<file path="src/core/dcbs_pkg.sv">
// Constants, register map and types of the DC braking sequencer
package dcbs_pkg;
   // Core clock and time base
   localparam int CLK_HZ        = 125_000_000;
   localparam int TICK_MS       = 1;
   localparam int TICK_CYCLES   = CLK_HZ / 1000 * TICK_MS;
   localparam int FLY_CHECK_MS  = 1000;
   localparam int FLY_FRAC_DIV  = 10;

   // Register byte offsets
   localparam logic [7:0] A_CTRL     = 8'h00;
   localparam logic [7:0] A_CONFIG   = 8'h04;
   localparam logic [7:0] A_CURRENT  = 8'h08;
   localparam logic [7:0] A_DURATION = 8'h0C;
   localparam logic [7:0] A_START    = 8'h10;
   localparam logic [7:0] A_DEEXC    = 8'h14;
   localparam logic [7:0] A_STATUS   = 8'h18;
   localparam logic [7:0] A_FLY      = 8'h1C;
   localparam logic [7:0] A_RATED    = 8'h20;
   localparam logic [7:0] A_FNUM     = 8'h40;
   localparam logic [7:0] A_FRESP    = 8'h60;

   // Field positions
   localparam int CTRL_ACT_BIT    = 0;
   localparam int CTRL_SRC_BIT    = 1;
   localparam int STATUS_ACT_BIT  = 11;
   localparam int STATUS_SPIN_BIT = 12;

   // Reset values
   localparam logic [15:0] RST_CURRENT  = 16'h0000;
   localparam logic [15:0] RST_DURATION = 16'h03E8;
   localparam logic [31:0] RST_START    = 32'h0003_3450;
   localparam logic [15:0] RST_DEEXC    = 16'h0064;
   localparam logic [31:0] RST_RATED    = 32'h0000_05DC;

   // Braking configuration codes
   localparam logic [3:0] CFG_NONE  = 4'h0;
   localparam logic [3:0] CFG_GEN   = 4'h4;
   localparam logic [3:0] CFG_STOP  = 4'h5;
   localparam logic [3:0] CFG_UNDER = 4'hE;

   // Fault table
   localparam int         N_FAULT              = 8;
   localparam logic [3:0] DC_BRAKE_RESPONSE_TAG = 4'h6;

   typedef enum logic [2:0] {
      ST_RUN, ST_RAMP, ST_DEEXC, ST_BRAKE, ST_COAST, ST_FLY
   } dcbs_state_t;

   typedef enum logic [1:0] {
      CS_UNDER, CS_CMD, CS_FAULT, CS_STOP
   } dcbs_cause_t;
endpackage

</file>
<file path="src/core/dcbs_top.sv">
// DC braking sequencer with Avalon-MM register slave
`timescale 1ns/1ns
module dcbs_top #(
   parameter int P_TICK_CYCLES = dcbs_pkg::TICK_CYCLES
) (
   input  wire logic        i_core_clk,
   input  wire logic        i_resetn,
   input  wire logic [7:0]  i_address,
   input  wire logic        i_read,
   input  wire logic        i_write,
   input  wire logic [31:0] i_writedata,
   output logic      [31:0] o_readdata,
   output logic             o_waitrequest,
   input  wire logic [31:0] i_speed_rpm,
   input  wire logic        i_fault_valid,
   input  wire logic [15:0] i_fault_number,
   input  wire logic        i_motor_induction,
   input  wire logic        i_brake_di,
   input  wire logic        i_ramp_stop_cmd,
   input  wire logic        i_quick_stop_cmd,
   input  wire logic        i_on_cmd,
   output logic             o_coast_stop_cmd,
   output logic             o_ramp_down,
   output logic      [15:0] o_brake_current,
   output logic             o_brake_active,
   output logic             o_torque_free,
   output logic             o_standstill_dc,
   output logic             o_motor_spinning
);
   localparam int NF = dcbs_pkg::N_FAULT;

   typedef struct packed {
      logic                  ack;
      logic [31:0]           rdata;
      logic                  act;
      logic                  src;
      logic [3:0]            cfg;
      logic [15:0]           cur;
      logic [15:0]           dur;
      logic [15:0]           deexc;
      logic [31:0]           start;
      logic [31:0]           rated;
      logic [2:0]            fly;
      logic [NF-1:0][15:0]   fnum;
      logic [NF-1:0][3:0]    fresp;
      dcbs_pkg::dcbs_state_t st;
      dcbs_pkg::dcbs_cause_t cause;
      logic                  armed;
      logic                  fault_pend;
      logic                  act_prev;
      logic                  on_prev;
      logic                  spin;
      logic [16:0]           tick;
      logic [15:0]           ms;
      logic [15:0]           iout;
   } dcbs_regs_t;

   // Reset image with the documented defaults
   function automatic dcbs_regs_t rst_val();
      dcbs_regs_t v;
      v       = '0;
      v.cur   = dcbs_pkg::RST_CURRENT;
      v.dur   = dcbs_pkg::RST_DURATION;
      v.start = dcbs_pkg::RST_START;
      v.deexc = dcbs_pkg::RST_DEEXC;
      v.rated = dcbs_pkg::RST_RATED;
      v.st    = dcbs_pkg::ST_RUN;
      v.cause = dcbs_pkg::CS_UNDER;
      return v;
   endfunction

   // Scan both fault tables for a braking response at a matching index
   function automatic logic fault_brakes(
      input logic [15:0]         num,
      input logic [NF-1:0][15:0] tnum,
      input logic [NF-1:0][3:0]  tresp
   );
      logic hit;
      hit = 1'b0;
      for (int i = 0; i < NF; i++) begin
         if (tnum[i] == num
             && tresp[i] == dcbs_pkg::DC_BRAKE_RESPONSE_TAG) begin
            hit = 1'b1;
         end
      end
      return hit;
   endfunction

   localparam dcbs_regs_t RST_V = rst_val();

   dcbs_regs_t  r_q;
   dcbs_regs_t  r_d;
   logic [3:0]  pins_sync;
   logic        di_s;
   logic        ramp_s;
   logic        quick_s;
   logic        on_s;
   logic        act_eff;
   logic        stop_req;
   logic        cmd_rise;
   logic        under_req;
   logic        on_rise;
   logic        cancel;
   logic        dur_done;

   // Stop, on and digital input come from pins
   dcbs_sync3 #(.W(4)) u_sync (
      .i_core_clk (i_core_clk),
      .i_resetn   (i_resetn),
      .i_async    ({i_on_cmd, i_quick_stop_cmd, i_ramp_stop_cmd, i_brake_di}),
      .o_sync     (pins_sync)
   );
   assign di_s    = pins_sync[0];
   assign ramp_s  = pins_sync[1];
   assign quick_s = pins_sync[2];
   assign on_s    = pins_sync[3];

   // Trigger decode shared by the sequencer and the checks
   always_comb begin
      act_eff   = r_q.src ? di_s : r_q.act;
      stop_req  = (ramp_s | quick_s) && (r_q.cfg == dcbs_pkg::CFG_STOP
                  || (r_q.cfg == dcbs_pkg::CFG_GEN && act_eff));
      cmd_rise  = r_q.cfg == dcbs_pkg::CFG_GEN && act_eff && !r_q.act_prev;
      under_req = r_q.cfg == dcbs_pkg::CFG_UNDER && act_eff && r_q.armed
                  && i_speed_rpm < r_q.start;
      on_rise   = on_s && !r_q.on_prev;
      cancel    = !act_eff && (r_q.cause == dcbs_pkg::CS_UNDER
                  || r_q.cause == dcbs_pkg::CS_CMD);
      dur_done  = r_q.ms >= r_q.dur;
   end

   // Bus slave, settings, fault latch and the braking sequence
   always_comb begin
      r_d          = r_q;
      r_d.ack      = (i_read | i_write) & !r_q.ack;
      r_d.act_prev = act_eff;
      r_d.on_prev  = on_s;

      // Read data is captured one cycle ahead of the answer
      if (i_read && !r_q.ack) begin
         r_d.rdata = 32'h0000_0000;
         unique case (i_address)
            dcbs_pkg::A_CTRL: begin
               r_d.rdata[dcbs_pkg::CTRL_ACT_BIT] = r_q.act;
               r_d.rdata[dcbs_pkg::CTRL_SRC_BIT] = r_q.src;
            end
            dcbs_pkg::A_CONFIG:   r_d.rdata[3:0]  = r_q.cfg;
            dcbs_pkg::A_CURRENT:  r_d.rdata[15:0] = r_q.cur;
            dcbs_pkg::A_DURATION: r_d.rdata[15:0] = r_q.dur;
            dcbs_pkg::A_START:    r_d.rdata       = r_q.start;
            dcbs_pkg::A_DEEXC:    r_d.rdata[15:0] = r_q.deexc;
            dcbs_pkg::A_STATUS: begin
               r_d.rdata[2:0] = r_q.st;
               r_d.rdata[dcbs_pkg::STATUS_ACT_BIT]  = act_eff;
               r_d.rdata[dcbs_pkg::STATUS_SPIN_BIT] = r_q.spin;
            end
            dcbs_pkg::A_FLY:      r_d.rdata[2:0]  = r_q.fly;
            dcbs_pkg::A_RATED:    r_d.rdata       = r_q.rated;
            default: begin
               for (int i = 0; i < NF; i++) begin
                  if (i_address == dcbs_pkg::A_FNUM + 8'(4 * i)) begin
                     r_d.rdata[15:0] = r_q.fnum[i];
                  end
                  if (i_address == dcbs_pkg::A_FRESP + 8'(4 * i)) begin
                     r_d.rdata[3:0] = r_q.fresp[i];
                  end
               end
            end
         endcase
      end

      // Writes land on the edge where waitrequest is low
      if (i_write && r_q.ack) begin
         unique case (i_address)
            dcbs_pkg::A_CTRL: begin
               r_d.act = i_writedata[dcbs_pkg::CTRL_ACT_BIT];
               r_d.src = i_writedata[dcbs_pkg::CTRL_SRC_BIT];
            end
            dcbs_pkg::A_CONFIG: begin
               if (i_motor_induction) begin
                  r_d.cfg = i_writedata[3:0];
               end
            end
            dcbs_pkg::A_CURRENT:  r_d.cur   = i_writedata[15:0];
            dcbs_pkg::A_DURATION: r_d.dur   = i_writedata[15:0];
            dcbs_pkg::A_START:    r_d.start = i_writedata;
            dcbs_pkg::A_DEEXC:    r_d.deexc = i_writedata[15:0];
            dcbs_pkg::A_FLY:      r_d.fly   = i_writedata[2:0];
            dcbs_pkg::A_RATED:    r_d.rated = i_writedata;
            default: begin
               for (int i = 0; i < NF; i++) begin
                  if (i_address == dcbs_pkg::A_FNUM + 8'(4 * i)) begin
                     r_d.fnum[i] = i_writedata[15:0];
                  end
                  if (i_address == dcbs_pkg::A_FRESP + 8'(4 * i)) begin
                     r_d.fresp[i] = i_writedata[3:0];
                  end
               end
            end
         endcase
      end
      // Any other motor type keeps the function switched off
      if (!i_motor_induction) begin
         r_d.cfg = dcbs_pkg::CFG_NONE;
      end

      // Undershoot arms only after speed has been above the threshold
      if (i_speed_rpm > r_q.start) begin
         r_d.armed = 1'b1;
      end

      unique case (r_q.st)
         dcbs_pkg::ST_RUN: begin
            if (r_q.fault_pend) begin
               r_d.st    = dcbs_pkg::ST_RAMP;
               r_d.cause = dcbs_pkg::CS_FAULT;
            end else if (stop_req) begin
               r_d.st    = dcbs_pkg::ST_RAMP;
               r_d.cause = dcbs_pkg::CS_STOP;
            end else if (cmd_rise) begin
               r_d.st    = dcbs_pkg::ST_DEEXC;
               r_d.cause = dcbs_pkg::CS_CMD;
            end else if (under_req) begin
               r_d.st    = dcbs_pkg::ST_DEEXC;
               r_d.cause = dcbs_pkg::CS_UNDER;
               r_d.armed = 1'b0;
            end else if (on_rise && r_q.fly != 3'h0) begin
               r_d.st = dcbs_pkg::ST_FLY;
            end
         end
         dcbs_pkg::ST_RAMP: begin
            if (i_speed_rpm <= r_q.start) begin
               r_d.st = dcbs_pkg::ST_DEEXC;
            end
         end
         dcbs_pkg::ST_DEEXC: begin
            if (cancel) begin
               r_d.st = dcbs_pkg::ST_RUN;
            end else if (r_q.ms >= r_q.deexc) begin
               r_d.st = dcbs_pkg::ST_BRAKE;
            end
         end
         dcbs_pkg::ST_BRAKE: begin
            if (cancel) begin
               r_d.st = dcbs_pkg::ST_RUN;
            end else if (dur_done) begin
               if (r_q.cause == dcbs_pkg::CS_STOP
                   || r_q.cause == dcbs_pkg::CS_FAULT) begin
                  r_d.st = dcbs_pkg::ST_COAST;
               end else begin
                  r_d.st = dcbs_pkg::ST_RUN;
               end
            end
         end
         dcbs_pkg::ST_COAST: begin
            if (on_rise) begin
               r_d.st = (r_q.fly != 3'h0) ? dcbs_pkg::ST_FLY
                                          : dcbs_pkg::ST_RUN;
            end
         end
         dcbs_pkg::ST_FLY: begin
            if (r_q.ms >= 16'(dcbs_pkg::FLY_CHECK_MS)) begin
               r_d.spin = i_speed_rpm
                          > r_q.rated / 32'(dcbs_pkg::FLY_FRAC_DIV);
               r_d.st   = dcbs_pkg::ST_RUN;
            end
         end
         default: r_d.st = dcbs_pkg::ST_RUN;
      endcase

      // Fault latch: a new match wins over the consuming clear
      if (r_q.st == dcbs_pkg::ST_RUN && r_q.fault_pend) begin
         r_d.fault_pend = 1'b0;
      end
      if (i_fault_valid && r_q.cfg != dcbs_pkg::CFG_NONE
          && fault_brakes(i_fault_number, r_q.fnum, r_q.fresp)) begin
         r_d.fault_pend = 1'b1;
      end

      // Millisecond timer restarts on every state change
      if (r_d.st != r_q.st) begin
         r_d.tick = '0;
         r_d.ms   = '0;
      end else if (r_q.tick == 17'(P_TICK_CYCLES - 1)) begin
         r_d.tick = '0;
         if (r_q.ms != 16'hFFFF) begin
            r_d.ms = r_q.ms + 16'h0001;
         end
      end else begin
         r_d.tick = r_q.tick + 17'h0_0001;
      end

      // Current flows only in the braking phase, never in de-excitation
      r_d.iout = (r_d.st == dcbs_pkg::ST_BRAKE) ? r_q.cur
                                                 : 16'h0000;
   end

   always_ff @(posedge i_core_clk or negedge i_resetn) begin
      if (!i_resetn) begin
         r_q <= RST_V;
      end else begin
         r_q <= r_d;
      end
   end

   // Answer after one wait cycle; read data is already registered
   assign o_waitrequest    = (i_read | i_write) & !r_q.ack;
   assign o_readdata       = r_q.rdata;
   assign o_brake_current  = r_q.iout;
   assign o_brake_active   = r_q.st == dcbs_pkg::ST_BRAKE;
   assign o_ramp_down      = r_q.st == dcbs_pkg::ST_RAMP;
   assign o_coast_stop_cmd = r_q.st == dcbs_pkg::ST_DEEXC
                             || r_q.st == dcbs_pkg::ST_COAST;
   assign o_torque_free    = r_q.st == dcbs_pkg::ST_COAST;
   assign o_standstill_dc  = r_q.st == dcbs_pkg::ST_FLY;
   assign o_motor_spinning = r_q.spin;
endmodule

</file>
<file path="src/core/dcbs_sync3.sv">
// Three-stage pin synchroniser with agreement filter
`timescale 1ns/1ns
module dcbs_sync3 #(
   parameter int W = 4
) (
   input  wire logic         i_core_clk,
   input  wire logic         i_resetn,
   input  wire logic [W-1:0] i_async,
   output logic      [W-1:0] o_sync
);
   typedef struct packed {
      logic [W-1:0] s1;
      logic [W-1:0] s2;
      logic [W-1:0] s3;
      logic [W-1:0] out;
   } dcbs_sync_regs_t;

   dcbs_sync_regs_t r_q;
   dcbs_sync_regs_t r_d;

   // A bit moves only when stages two and three agree; stage one
   // feeds stage two alone so metastability stays contained
   always_comb begin
      r_d     = r_q;
      r_d.s1  = i_async;
      r_d.s2  = r_q.s1;
      r_d.s3  = r_q.s2;
      r_d.out = (r_q.s2 & r_q.s3) | (r_q.out & (r_q.s2 | r_q.s3));
   end

   always_ff @(posedge i_core_clk or negedge i_resetn) begin
      if (!i_resetn) begin
         r_q <= '0;
      end else begin
         r_q <= r_d;
      end
   end

   assign o_sync = r_q.out;
endmodule

</file>
<file path="config.mk">
export PLATFORM = sky130hd
export DESIGN_NAME = dcbs_top
export DESIGN_NICKNAME = d
export VERILOG_FILES = /design/src/core/dcbs_pkg.sv /design/src/core/dcbs_top.sv /design/src/core/dcbs_sync3.sv
export SDC_FILE = /design/constraint.sdc
export NUM_CORES = 1
export LEC_CHECK = 0
export CORE_MARGIN = 2
export CORE_UTILIZATION = 50
export CTS_CLUSTER_DIAMETER = 120
export DETAILED_ROUTE_END_ITERATION = 16
export DONT_BUFFER_PORTS = 1
export PLACE_DENSITY = 0.66
export SLEW_MARGIN = 20
export SYNTH_ARGS = -nofsm -noshare
export SYNTH_HDL_FRONTEND = slang
export SYNTH_SLANG_ARGS = --single-unit
</file>
<file path="constraint.sdc">
create_clock -name i_core_clk -period 17.8 [get_ports i_core_clk]
set_clock_uncertainty 0.15 [all_clocks]
set_input_delay 0 -clock i_core_clk [delete_from_list [all_inputs] [get_ports i_core_clk]]
set_output_delay 0 -clock i_core_clk [all_outputs]
set_load 0.02 [all_outputs]
</file>
==> flow_metrics.py <==
metrics = {
    "cts": {
        "clkSinkCount": 388,
        "ctsLongestPathBuffers": 3,
        "cts_root_buffer": "clkbuf_16",
        "cts_made_buffers": 44,
        "cts_tree": "done",
        "clk-insertion-delay-late_ns": 0.59,
        "clkTransAtPathRegs_ns": 0.06,
        "ctsHtreeMaxLevel": 2,
        "cts_resized": 0,
    },
    "setup_path": {
        "critPathBufInv": 2,
        "cpPeakStageDelay_ns": 0.86,
        "arrival_ns": 16.27,
        "r2r_end": "o_motor_spinning",
        "reg2regPathDepth": 54,
        "cp_data_required_time_ns": 18.09,
        "crit_type": "reg2reg",
        "cp-start-kind": "flip-flop",
        "end_kind": "flip-flop",
        "path_max_fanout": 26,
        "reg2reg_slack_ns": 1.83,
        "crit_slowest_cell": "dfrtp_1",
        "cp_top_family": "compound AO/OA/AOI/OAI gates",
        "r2r_start": "r_q[252]",
    },
    "grt": {
        "top_usage_layer": "met2",
        "met3_usage_pct": 5.78,
        "grt_overflow": 0,
        "antenna_found_initial": 2,
        "grt_pass1_wl_mm": 125,
        "use_met2_pct": 49.7,
        "grt_pass1_vias": 21137,
        "grt_max_degree": 389,
        "grt_usage_pct": 30.2,
        "gr-usage-met1_pct": 38.9,
    },
    "place": {
        "port_buffers": 0,
        "place.gp.congestion": 0.930,
        "dp_slack_ns": 2.67,
        "place_hpwl_mm": 56.9,
    },
    "hold_path": {
        "hold_path_class": "in2reg",
        "whs_endpoint": "r_q[53]",
        "min_path_cells": 6,
        "hp-start": "i_speed_rpm[1]",
    },
    "floorplan": {
        "pin_count": 153,
        "start_util_pct": 50.4,
        "dieArea_um2": 53400,
        "die_y_um": 231,
        "die_w_um": 231,
        "rows": 83,
        "core_um2": 51200,
    },
    "synthesis": {
        "yosysMostFrequentCell": "dfrtp_1",
        "synthTopCellsByArea": "dfrtp_1, mux2_2, ha_1",
        "synth_edf_count": 0,
        "yosys_most_used_dff": "dfrtp_1",
        "synth_largest_area_cell": "dfrtp_1",
        "yosys.cell_types.count": 129,
        "syn_nets": 2804,
        "synthTopCellsByCount": "dfrtp_1, mux2_2, nor2_1, nand2_1, clkbuf_1",
        "synth_seq_cells": 388,
        "yosysSeqAreaShare_pct": 37.8,
        "synth_top_area_share_pct": 35.4,
        "synth.avg_cell_area_um2": 9.88,
        "netlist_area_um2": 25800,
        "async_reset_ff_share_pct": 100,
        "yosys_warnings": 0,
        "synthCells": 2610,
    },
    "job": {
        "max_cap_violations": 0,
    },
    "route": {
        "wl_per_cell_um": 24.9,
        "wl_mm": 81.7,
        "viasPerCell": 6.48,
        "drt-initial-drc-count": 2114,
        "firstDrtPassIters": 8,
        "vias": 21241,
        "drtAntennaViolNets": 0,
        "route.detailed.drc": 0,
    },
    "timing": {
        "setup_violations": 0,
        "relSlewSlack_pct": 23.1,
        "hold_viol": 0,
        "period_share_pct": 89.7,
        "grt_setup_unrepaired": "no",
        "slew_viol_final": 0,
        "max_freq_ghz": 0.0626,
        "tns_ns": 0,
        "worstMarginPinSlew_ns": 1.15,
        "period_needed_ns": 15.97,
        "fin_ws_ns": 1.83,
    },
    "cells_and_area": {
        "layout.nets": 2754,
        "drive_gt1_share_pct": 18.6,
        "postLayoutCoreUtil_pct": 55.2,
        "syn2layout_area_growth_pct": 9.47,
    },
    "power_and_ir_drop": {
        "pwr_density_cell_nw_per_um2": 229,
        "leakage_nw": 12.1,
        "peakVddDrop_mv": 0.537,
    },
    "status": {
        "status": "complete, no violations",
    },
}
## power breakdown
part	internal (W)	leakage, nW	switching (W)
Sequential	0.000920	5.20	0.0000651
Clock	0.000515	0.690	0.000385
Combinational	0.00185	6.23	0.00273
## tightest hold or removal path: cells and delay by family
kind | cells | cell delay [ns]
and+or+nand+nor | 4 | 0.39
adders and majority gates | 1 | 0.22
AOI/OAI and AO/OA | 1 | 0.09
## layout by cell type (no fill, tap or decap), types with 68 or more instances in the layout
master           n
nand3_1         68
a22oi_1         70
mux2_2         283
o21ai_0         71
xnor2_1        107
dlygate4sd3_1   92
a21oi_1         75
ha_1            96
nand4_1         68
xor2_1          71
inv_1           90
dfrtp_1        365
nand2_1        145
nor2_1         181
## how the worst max path moves through the flow
stage	start	end	slack, ns	cells past startpoint
4_1_cts	r_q[252]	o_motor_spinning	2.07	54
3_5_place_dp	r_q[252]	o_motor_spinning	2.67	53
2_1_floorplan	r_q[249]	o_motor_spinning	5.34	55
5_1_grt	r_q[252]	o_motor_spinning	0.81	54
3_3_place_gp	r_q[252]	o_motor_spinning	3.18	54
6_report	r_q[252]	o_motor_spinning	1.83	54
## final cells by class
class / count / area, um^2
Tap cell: 680 / 851
Antenna cell: 2 / 5.00
Clock buffer: 63 / 1230
Sequential cell: 388 / 9740
Multi-Input combinational cell: 1904 / 14700
Inverter: 103 / 389
Clock inverter: 17 / 186
Timing Repair Buffer: 119 / 1180
Fill cell: 4530 / 23000
## stage by stage
stage / instance area [um^2] / instances / total power [W] / hold slack, ns
after floorplan: 25800 / 2610 / 0.00461 / -0.446
after global placement: 25800 / 3098 / 0.00523 / -0.423
after detailed placement: 25800 / 3098 / 0.00540 / -0.427
after CTS: 28200 / 3270 / 0.00639 / 0.00185
after global routing: 28200 / 3274 / 0.00694 / 0.0167
final: 28200 / 3276 / 0.00647 / 0.00729
## what timing repair did
action / in CTS / in global routing
hold buffers: 92 / 2
hold endpoints to repair: 709 / 116
buffers inserted: 0 / 0
## state kept, by name, summed over array words and instances, names as in the netlist
signal and count:
r_q 323, o_readdata 32, o_brake_current 16, u_sync.r_d 8, u_sync.o_sync 4, u_sync.r_q 4, o_motor_spinning 1
## kinds of logic after synthesis
logic type / after synthesis / synth area share [%]
AO/OA/AOI/OAI: 557 / 16.8
XOR/XNOR: 179 / 6.11
adder cells (fa/ha/maj): 106 / 5.04
buffers and inverters: 318 / 5.57
flip-flops: 388 / 37.8
multiplexers: 309 / 13.4
AND/OR/NAND/NOR: 753 / 15.4
## metal layers
layer	wire (um)	vias up	part of all wire, %
li1	-	9536	-
met1	33300	10576	41
met2	38500	951	47
met3	6530	178	8.0
met4	3310	0	4.1
met5	0	-	0
Power figures use the tool's default switching activity.
